==> src/pmcg_regs.svh <==
// Purpose: Constants for the program memory code guard.
// Assumes: Byte addresses on a 22-bit table address space.
// Notes: Guard bits are active low; erased state is all ones.
`ifndef PMCG_REGS_SVH
`define PMCG_REGS_SVH

// ==========================================================
// Guard word addresses
`define PMCG_ADDR_W 22
`define PMCG_BLOCK_READ_GUARD_BITS 22'h300008
`define PMCG_EEPROM_BOOT_READ_GUARD_BITS 22'h300009
`define PMCG_BLOCK_WRITE_GUARD_BITS 22'h30000A
`define PMCG_EEPROM_BOOT_CONFIG_WRITE_GUARD_BITS 22'h30000B
`define PMCG_BLOCK_TABLE_READ_GUARD_BITS 22'h30000C
`define PMCG_BOOT_TABLE_READ_GUARD_BITS 22'h30000D

// ==========================================================
// Address windows
`define PMCG_CONFIG_BASE 22'h300000
`define PMCG_CONFIG_LAST 22'h30000F
`define PMCG_USER_ID_BASE 22'h200000
`define PMCG_USER_ID_LAST 22'h200007
`define PMCG_DEVICE_ID_BASE 22'h3FFFFE
`define PMCG_DEVICE_ID_LAST 22'h3FFFFF

// ==========================================================
// Field positions
`define PMCG_EEPROM_PROG_BIT 7
`define PMCG_BOOT_PROG_BIT 6
`define PMCG_EEPROM_WR_BIT 7
`define PMCG_BOOT_WR_BIT 6
`define PMCG_CONFIG_WR_BIT 5
`define PMCG_BOOT_XRD_BIT 6

// ==========================================================
// Reset and mask values
`define PMCG_ERASED 8'hFF
`define PMCG_MASK_SMALL 8'h0F
`define PMCG_MASK_LARGE 8'hFF
`define PMCG_MASK_H_PROG 8'hC0
`define PMCG_MASK_H_WR 8'hE0
`define PMCG_MASK_H_XRD 8'h40
`define PMCG_ZERO_BYTE 8'h00

`endif

==> src/pmcg_pkg.sv <==
// Purpose: Types for the program memory code guard.
// Assumes: Used with pmcg_regs.svh.
// Notes: Region names the target of one table access.
package pmcg_pkg;
  typedef enum logic [2:0] {
    PMCG_RGN_BOOT,
    PMCG_RGN_BLOCK,
    PMCG_RGN_CONFIG,
    PMCG_RGN_USER_ID,
    PMCG_RGN_DEVICE_ID,
    PMCG_RGN_NONE
  } pmcg_region_e;
endpackage

==> src/pmcg_locator.sv <==
// Purpose: Map a byte address to a protection block.
// Assumes: Boot block from 0, binary blocks above it.
// Notes: Combinational; used for target, executing and programmer address.
`timescale 1ns/1ps
`include "pmcg_regs.svh"
module pmcg_locator import pmcg_pkg::*; #(
  parameter int BOOT_BYTES = 2048,
  parameter int BLOCK_BYTES = 16384,
  parameter int NUM_BLOCKS = 8
) (
  // Address in
  input wire logic [`PMCG_ADDR_W-1:0] addr,
  // Result
  output logic in_boot,
  output logic in_user,
  output logic [2:0] block_idx
);
  localparam int USER_LIMIT = BLOCK_BYTES * NUM_BLOCKS;

  // ==========================================================
  // Decode
  always_comb begin
    in_boot = (32'(addr) < BOOT_BYTES);
    in_user = (32'(addr) < USER_LIMIT);
    block_idx = 3'(32'(addr) / BLOCK_BYTES);
  end
endmodule

==> src/pmcg_guard.sv <==
// Notes on behaviour
// Four blocks small part, eight largest part
// Boot block 1 or 2 Kbytes, binary blocks
// Each block: programmer, write, cross-read guards
// Programmer guard blocks only programmer access
// Write guard zero rejects every table write
// Read guard zero: same-block reads still work
// Read guard zero: outside reads return zeros
// Guard bits only clear; erase restores ones
// Erase started only by external programmer
// EEPROM programmer guard blocks programmer access
// EEPROM write guard blocks all writes
// CPU always reads data EEPROM
// Config write guard: programmer-only, protects config
// CPU table access to config words
// Device ID readable by table reads
// Eight user ID locations read and write
// User ID reads ignore code protection
// Blocks 4-7 guards only on large part
// Boot guards mean same as block guards
// Refused write unchanged, no error shown
//
// Purpose: Guard table and programmer access to program memory.
// Assumes: One access per cycle; memory answers in the cycle of its strobe.
// Notes: Guard bits are active low, held in the six guard words.
`timescale 1ns/1ps
`include "pmcg_regs.svh"
module pmcg_guard import pmcg_pkg::*; #(
  parameter bit LARGE_PART = 1'b1,
  parameter int BOOT_BYTES = 2048,
  parameter int BLOCK_BYTES = 16384
) (
  // Clock and reset
  input wire logic mclk,
  input wire logic rst_n,
  // CPU table access
  input wire logic tbl_rd,
  input wire logic tbl_wr,
  input wire logic [`PMCG_ADDR_W-1:0] tbl_addr,
  input wire logic [`PMCG_ADDR_W-1:0] exec_addr,
  input wire logic [7:0] tbl_wdata,
  output logic [7:0] tbl_rdata,
  output logic tbl_rvalid,
  // CPU data EEPROM access
  input wire logic ee_cpu_rd,
  input wire logic ee_cpu_wr,
  // External programmer access
  input wire logic prog_mode,
  input wire logic prog_rd,
  input wire logic prog_wr,
  input wire logic prog_ee,
  input wire logic [`PMCG_ADDR_W-1:0] prog_addr,
  input wire logic [7:0] prog_wdata,
  input wire logic prog_chip_erase,
  input wire logic prog_block_erase,
  output logic prog_allow,
  // Memory array side
  input wire logic [7:0] mem_rdata,
  output logic mem_rd,
  output logic mem_wr,
  output logic [`PMCG_ADDR_W-1:0] mem_addr,
  output logic [7:0] mem_wdata,
  output logic ee_rd,
  output logic ee_wr
);
  localparam int NUM_BLOCKS = LARGE_PART ? 8 : 4;
  localparam logic [7:0] BLK_MASK =
    LARGE_PART ? `PMCG_MASK_LARGE : `PMCG_MASK_SMALL;

  // Guard words: [0] prog, [1] prog-hi, [2] wr, [3] wr-hi,
  // [4] xread, [5] xread-hi
  logic [7:0] guard [6];
  logic [7:0] next_guard [6];
  logic [7:0] rdata;
  logic [7:0] next_rdata;
  logic rvalid, next_rvalid, sel_mem, next_sel_mem;
  logic m_rd, m_wr, e_rd, e_wr, allow;
  logic next_m_rd, next_m_wr, next_e_rd, next_e_wr, next_allow;
  logic [`PMCG_ADDR_W-1:0] m_addr, next_m_addr;
  logic [7:0] m_wdata, next_m_wdata;

  // ==========================================================
  // Block location of target, executing code, programmer
  logic t_boot, t_user, x_boot, x_user, p_boot, p_user;
  logic [2:0] t_idx, x_idx, p_idx;

  pmcg_locator #(.BOOT_BYTES(BOOT_BYTES), .BLOCK_BYTES(BLOCK_BYTES),
    .NUM_BLOCKS(NUM_BLOCKS)) u_loc_t (
    .addr(tbl_addr), .in_boot(t_boot), .in_user(t_user),
    .block_idx(t_idx));
  pmcg_locator #(.BOOT_BYTES(BOOT_BYTES), .BLOCK_BYTES(BLOCK_BYTES),
    .NUM_BLOCKS(NUM_BLOCKS)) u_loc_x (
    .addr(exec_addr), .in_boot(x_boot), .in_user(x_user),
    .block_idx(x_idx));
  pmcg_locator #(.BOOT_BYTES(BOOT_BYTES), .BLOCK_BYTES(BLOCK_BYTES),
    .NUM_BLOCKS(NUM_BLOCKS)) u_loc_p (
    .addr(prog_addr), .in_boot(p_boot), .in_user(p_user),
    .block_idx(p_idx));

  function automatic pmcg_region_e region(input logic [21:0] a,
                                          input logic bt,
                                          input logic us);
    pmcg_region_e r;
    r = PMCG_RGN_NONE;
    if (bt) begin
      r = PMCG_RGN_BOOT;
    end else if (us) begin
      r = PMCG_RGN_BLOCK;
    end else if (a >= `PMCG_CONFIG_BASE && a <= `PMCG_CONFIG_LAST) begin
      r = PMCG_RGN_CONFIG;
    end else if (a >= `PMCG_USER_ID_BASE &&
                 a <= `PMCG_USER_ID_LAST) begin
      r = PMCG_RGN_USER_ID;
    end else if (a >= `PMCG_DEVICE_ID_BASE &&
                 a <= `PMCG_DEVICE_ID_LAST) begin
      r = PMCG_RGN_DEVICE_ID;
    end
    return r;
  endfunction

  function automatic logic [7:0] impl_mask(input int i);
    logic [7:0] m;
    case (i)
      0, 2, 4: m = BLK_MASK;
      1: m = `PMCG_MASK_H_PROG;
      3: m = `PMCG_MASK_H_WR;
      5: m = `PMCG_MASK_H_XRD;
      default: m = `PMCG_ZERO_BYTE;
    endcase
    return m;
  endfunction

  pmcg_region_e t_rgn, p_rgn;
  logic cfg_locked, t_wr_ok, t_rd_ok, p_ok;
  logic [3:0] gidx;

  // ==========================================================
  // Access decisions
  always_comb begin
    t_rgn = region(tbl_addr, t_boot, t_user);
    p_rgn = region(prog_addr, p_boot, p_user);
    cfg_locked = !guard[3][`PMCG_CONFIG_WR_BIT];
    // Offset from the first guard word; 0 to 5 name guard words
    gidx = 4'(tbl_addr - `PMCG_BLOCK_READ_GUARD_BITS);
    // Table writes: boot, block and config have own write guards; user ID always, device ID never
    case (t_rgn)
      PMCG_RGN_BOOT: t_wr_ok = guard[3][`PMCG_BOOT_WR_BIT];
      PMCG_RGN_BLOCK: t_wr_ok = guard[2][t_idx];
      PMCG_RGN_CONFIG: t_wr_ok = !cfg_locked;
      PMCG_RGN_USER_ID: t_wr_ok = 1'b1;
      default: t_wr_ok = 1'b0;
    endcase
    // Table reads: cross-read guard applies only from outside
    case (t_rgn)
      PMCG_RGN_BOOT:
        t_rd_ok = guard[5][`PMCG_BOOT_XRD_BIT] || x_boot;
      PMCG_RGN_BLOCK:
        t_rd_ok = guard[4][t_idx] ||
                  (x_user && !x_boot && x_idx == t_idx);
      PMCG_RGN_CONFIG, PMCG_RGN_DEVICE_ID: t_rd_ok = 1'b1;
      PMCG_RGN_USER_ID: t_rd_ok = 1'b1;
      default: t_rd_ok = 1'b0;
    endcase
    // Programmer access; execution is never gated by these bits
    if (prog_ee) begin
      p_ok = guard[1][`PMCG_EEPROM_PROG_BIT] &&
             (!prog_wr || guard[3][`PMCG_EEPROM_WR_BIT]);
    end else begin
      case (p_rgn)
        PMCG_RGN_BOOT: p_ok = guard[1][`PMCG_BOOT_PROG_BIT];
        PMCG_RGN_BLOCK: p_ok = guard[0][p_idx];
        PMCG_RGN_CONFIG: p_ok = 1'b1;
        PMCG_RGN_USER_ID, PMCG_RGN_DEVICE_ID: p_ok = 1'b1;
        default: p_ok = 1'b0;
      endcase
    end
  end

  // ==========================================================
  // Guard words: clear-only writes, erase restores ones
  always_comb begin
    for (int i = 0; i < 6; i++) begin
      next_guard[i] = guard[i];
    end
    if (prog_mode && prog_chip_erase) begin
      for (int i = 0; i < 6; i++) begin
        next_guard[i] = impl_mask(i);
      end
    end else if (prog_mode && prog_block_erase) begin
      // Block erase restores the guards of the addressed block
      if (p_rgn == PMCG_RGN_BOOT) begin
        next_guard[1][`PMCG_BOOT_PROG_BIT] = 1'b1;
        next_guard[3][`PMCG_BOOT_WR_BIT] = 1'b1;
        next_guard[5][`PMCG_BOOT_XRD_BIT] = 1'b1;
      end else if (p_rgn == PMCG_RGN_BLOCK) begin
        next_guard[0][p_idx] = 1'b1;
        next_guard[2][p_idx] = 1'b1;
        next_guard[4][p_idx] = 1'b1;
      end
    end else if (prog_mode && prog_wr && !prog_ee &&
                 p_rgn == PMCG_RGN_CONFIG &&
                 prog_addr >= `PMCG_BLOCK_READ_GUARD_BITS &&
                 prog_addr <= `PMCG_BOOT_TABLE_READ_GUARD_BITS) begin
      // Programmer may clear the config write guard as well
      for (int i = 0; i < 6; i++) begin
        if (4'(prog_addr - `PMCG_BLOCK_READ_GUARD_BITS) == 4'(i)) begin
          next_guard[i] = guard[i] & (prog_wdata | ~impl_mask(i));
        end
      end
    end else if (!prog_mode && tbl_wr && t_rgn == PMCG_RGN_CONFIG &&
                 !cfg_locked) begin
      for (int i = 0; i < 6; i++) begin
        if (gidx == 4'(i)) begin
          next_guard[i] = guard[i] & (tbl_wdata | ~impl_mask(i));
          if (i == 3) begin
            // The CPU cannot move the config write guard itself
            next_guard[i][`PMCG_CONFIG_WR_BIT] =
              guard[i][`PMCG_CONFIG_WR_BIT];
          end
        end
      end
    end
  end

  // ==========================================================
  // Memory strobes and read data
  always_comb begin
    next_m_rd = 1'b0;
    next_m_wr = 1'b0;
    next_m_addr = m_addr;
    next_m_wdata = m_wdata;
    next_e_rd = 1'b0;
    next_e_wr = 1'b0;
    next_allow = 1'b0;
    next_rvalid = 1'b0;
    next_sel_mem = 1'b0;
    next_rdata = rdata;
    if (prog_mode) begin
      next_allow = (prog_rd || prog_wr) && p_ok;
      next_m_rd = prog_rd && p_ok && !prog_ee;
      next_m_wr = prog_wr && p_ok && !prog_ee;
      next_e_rd = prog_rd && p_ok && prog_ee;
      next_e_wr = prog_wr && p_ok && prog_ee;
      next_m_addr = prog_addr;
      next_m_wdata = prog_wdata;
    end else begin
      if (tbl_wr) begin
        // Refused writes simply drop out, with no flag raised
        next_m_wr = t_wr_ok;
        next_m_addr = tbl_addr;
        next_m_wdata = tbl_wdata;
      end else if (tbl_rd) begin
        next_m_rd = t_rd_ok;
        next_m_addr = tbl_addr;
        next_rvalid = 1'b1;
        next_sel_mem = t_rd_ok;
        next_rdata = `PMCG_ZERO_BYTE;
        // Guard words are held here, the array copy may be stale
        for (int i = 0; i < 6; i++) begin
          if (t_rgn == PMCG_RGN_CONFIG && gidx == 4'(i)) begin
            next_sel_mem = 1'b0;
            next_rdata = guard[i];
          end
        end
      end
      next_e_rd = ee_cpu_rd;
      next_e_wr = ee_cpu_wr && guard[3][`PMCG_EEPROM_WR_BIT];
    end
  end

  // ==========================================================
  // Registers
  always_ff @(posedge mclk or negedge rst_n) begin
    if (!rst_n) begin
      // Erased state, unimplemented bits held at zero
      guard[0] <= BLK_MASK;
      guard[1] <= `PMCG_MASK_H_PROG;
      guard[2] <= BLK_MASK;
      guard[3] <= `PMCG_MASK_H_WR;
      guard[4] <= BLK_MASK;
      guard[5] <= `PMCG_MASK_H_XRD;
      m_rd <= 1'b0;
      m_wr <= 1'b0;
      m_addr <= '0;
      m_wdata <= `PMCG_ZERO_BYTE;
      e_rd <= 1'b0;
      e_wr <= 1'b0;
      allow <= 1'b0;
      rvalid <= 1'b0;
      sel_mem <= 1'b0;
      rdata <= `PMCG_ZERO_BYTE;
    end else begin
      for (int i = 0; i < 6; i++) begin
        guard[i] <= next_guard[i] & impl_mask(i);
      end
      m_rd <= next_m_rd;
      m_wr <= next_m_wr;
      m_addr <= next_m_addr;
      m_wdata <= next_m_wdata;
      e_rd <= next_e_rd;
      e_wr <= next_e_wr;
      allow <= next_allow;
      rvalid <= next_rvalid;
      sel_mem <= next_sel_mem;
      rdata <= next_rdata;
    end
  end

  // Second stage so read data is registered as well
  logic [7:0] out_data;
  logic out_valid;
  always_ff @(posedge mclk or negedge rst_n) begin
    if (!rst_n) begin
      out_data <= `PMCG_ZERO_BYTE;
      out_valid <= 1'b0;
    end else begin
      out_data <= sel_mem ? mem_rdata : rdata;
      out_valid <= rvalid;
    end
  end

  assign tbl_rdata = out_data;
  assign tbl_rvalid = out_valid;
  assign mem_rd = m_rd;
  assign mem_wr = m_wr;
  assign mem_addr = m_addr;
  assign mem_wdata = m_wdata;
  assign ee_rd = e_rd;
  assign ee_wr = e_wr;
  assign prog_allow = allow;
endmodule

==> config.mk <==
export PLATFORM = sky130hd
export DESIGN_NAME = pmcg_guard
export DESIGN_NICKNAME = d
export VERILOG_FILES = /design/src/pmcg_pkg.sv /design/src/pmcg_locator.sv /design/src/pmcg_guard.sv
export VERILOG_INCLUDE_DIRS = /design/src /design/src/src
export SDC_FILE = /design/constraint.sdc
export NUM_CORES = 1
export LEC_CHECK = 0
export ABC_AREA = 1
export BUFFER_PORTS_ARGS = -buffer_cell sky130_fd_sc_hd__buf_2
export CORE_UTILIZATION = 54
export CTS_CLUSTER_SIZE = 12
export DETAILED_ROUTE_END_ITERATION = 8
export GPL_TIMING_DRIVEN = 0
export PLACE_DENSITY = 0.82
export SYNTH_ARGS = -nofsm -noshare
export SYNTH_HDL_FRONTEND = slang
export SYNTH_SLANG_ARGS = --single-unit
==> constraint.sdc <==
create_clock -name mclk -period 2.1 [get_ports mclk]
set_clock_uncertainty 0.15 [all_clocks]
set_input_delay 0.315 -clock mclk [delete_from_list [all_inputs] [get_ports mclk]]
set_output_delay 0.315 -clock mclk [all_outputs]
set_load 0.02 [all_outputs]
==> out/results.txt <==
outcome: complete, but fails checks
failing checks: hold timing
DRT antenna net count: 0
Rows: 36
P&R area growth vs syn: 19.48%
CP Depth: 11
CP peak stage delay: 320 ps
Root Driver: clkbuf_8
Critical R2R Capture: guard[10]
largest area contributor in the netlist: dfrtp_1
Non-Filler Instances: 1106
CTS tree: done
most used flip-flop cell after synthesis: dfrtp_1
Buffers on Ports: 127
Leakage: 3.428 nW
vias: 6125
Final Hold Fails: 2
VDD IR max: 0.3495 mV
Initial DRT Pass Iterations: 6
Post-Synthesis Cells: 824
post-layout worst setup margin: 230.9 ps
Fin Hold WS: -3.915 ps
clock latency on the worst-skew pair: 370 ps
most frequent cells in the layout: nand2_1, buf_2, nor2_1, inv_1, nand3_1
number of vias per cell: 5.538
RSZ-0062 raised after global routing: no
Worst setup EP type: flip-flop
Avg Synthesized Cell Area: 6.658 sq um
Worst EP arrival: 2030 ps
drt drc: 0
Max clock buf depth: 2
post-route cell area: 0.006555 sq mm
Max FO, Critical Path: 10
Synth area leaders: dfrtp_1, nand2_1, dfstp_2, nor2_1, nand3_1
ys async rst share: 100.0%
min cycle time layout: 1869 ps
Setup Viol. Count Final: 0
drt total wl: 17.02 mm
I/O pins: 146
initial antenna violation count: 0
hpwl dp: 13.08 mm
Worst Hold Class: primary input to flip-flop
CP most frequent cell: nand2_1
nature of the critical path startpoint: primary input
FMAX: 535.0 MHz
GRT Util Overall: 34.01%
path depth of the worst reg2reg path: 9
CP Capture Point: guard[22]
largest net degree at the start of global routing: 60
R2R Path Start: guard[21]
gr ovfl total: 0
Final Cycle Share: 89.00%
Initial DRC Count: 465
CP delay by family, top: simple AND/OR/NAND/NOR gates
most common cell after layout, fill and taps aside: nand2_1
Rel. slew slack: 58.70%
worst path bufs/invs: 3
vias in the first global route: 5484
ANT cells: 0
Seq cells post-synth: 84
wire length per cell: 15.39 microns
Yosys top cell area share: 24.63%
fin nets: 1070
Syn Nets: 926
CTS sink count: 84
CTS HTree Levels: 3
slowest cell on the critical path: clkbuf_1
final core utilization: 66.76%
Initial Util: 55.87%
R2R setup slack: 320 ps
Die Ht: 102.8 microns
clock-pin slew on the worst setup and hold paths: 100 ps
Critical Path RT: 2260 ps
Syn Std Cell Area: 0.005487 sq mm
TritonCTS Buffers: 9
Power Dens Cells: 651.1 mW/mm^2
post-synth cell types: 39
core box area: 0.009819 sq mm
layout cell share with drive strength beyond 1: 22.30%
placed cell count: 1085
die area: 0.01057 sq mm
crit-path cells: clkbuf_1 -> a21oi_1 -> nand3_2 -> inv_1 -> nand2_1 -> buf_2 -> nand2_1 -> nand2_1 -> nand3_1 -> o21ai_0 -> nand2_1
Seq/Total Area, Yosys: 39.00%
total power draw: 4.268 mW
DP Area: 0.006319 sq mm
Pins Over Slew Limit: 0
Worst Setup SP: prog_addr[1]
Max-Cap Viols: 0
Die Wd: 102.8 microns
Placer Congestion: 0.9916
worst-margin pin slew: 619.5 ps
post-CTS setup buffer count: 0
setup slack at placement: -200.1 ps
Syn. warnings: 0
Worst Setup Path Type: primary input to flip-flop
number of flops mapped to enable cells by yosys: 0
first-pass GRT wire length: 27.10 mm
Total Neg Setup Slack: 0 ps
## timing repair
item,in CTS,in global routing
endpoints found under the hold margin,29,0
setup endpoints to repair,0,1
hold buffers,5,0
gates resized for setup,0,1
## worst register-to-register path: cells and delay by family (launching register included)
family / cells / cell delay, ps
AO/OA/AOI/OAI: 1 / 90
flip-flops: 1 / 550
buffers and inverters: 2 / 230
AND/OR/NAND/NOR: 6 / 680
## cells by family after synthesis
kind of cell / Yosys count / share of synthesized area, %
buf+inv: 123 / 8.940
flops: 84 / 39.00
xor+xnor: 3 / 0.4790
mux: 2 / 0.4105
simple gates: 485 / 38.40
compound gates: 127 / 12.77
## cell usage after synthesis, types with 11 or more instances
library cell / instances
a21oi_1: 21
a31oi_1: 22
clkbuf_1: 18
dfrtp_1: 54
dfstp_2: 30
inv_1: 86
nand2_1: 259
nand3_1: 67
nand4_1: 27
nor2_1: 90
nor2_2: 11
nor3_1: 13
o21ai_0: 63
## metal layers
layer  GRT usage, %  routed length, microns  up-vias
met1          48.18                    7473     2773
met4          14.30                     586        0
met3          3.390                    1537       46
met5              0                       0        -
met2          53.33                    7425      328
li1               -                       -     2978
## cell type report
cell class | instances | area, sq um
plain buffers | 31 | 145.1
clock buffers | 9 | 123.9
clock inverters | 7 | 57.56
fillers | 911 | 3264
inverters | 92 | 345.3
multi-input cells | 617 | 2861
flip-flops and latches | 84 | 2140
well taps | 133 | 166.4
repair buffers | 133 | 715.7
## power breakdown
group          internal, mW  total [mW]  switching (mW)
logic                 0.353       0.985           0.632
clock network         0.449        1.14           0.689
registers              1.92        2.15           0.229
## sequential cells by signal (all words and copies together) (netlist names)
name,count
mem_addr,22
mem_wr,1
prog_allow,1
mem_wdata,8
rdata,8
tbl_rdata,8
sel_mem,1
guard,30
ee_wr,1
tbl_rvalid,1
mem_rd,1
rvalid,1
ee_rd,1
## how the worst min path moves through the flow
stage	from	to	slack [ps]	cells past startpoint
global route	mem_rdata[2]	tbl_rdata[2]	20	3
CTS	mem_rdata[2]	tbl_rdata[2]	0.4	3
detailed placement	rst_n	mem_addr[13]	100	1
finish	mem_rdata[1]	tbl_rdata[1]	-4	3
floorplan	rst_n	ee_rd	-130	0
global placement	rvalid	tbl_rvalid	190	0
(Power assumes the default switching activity.)
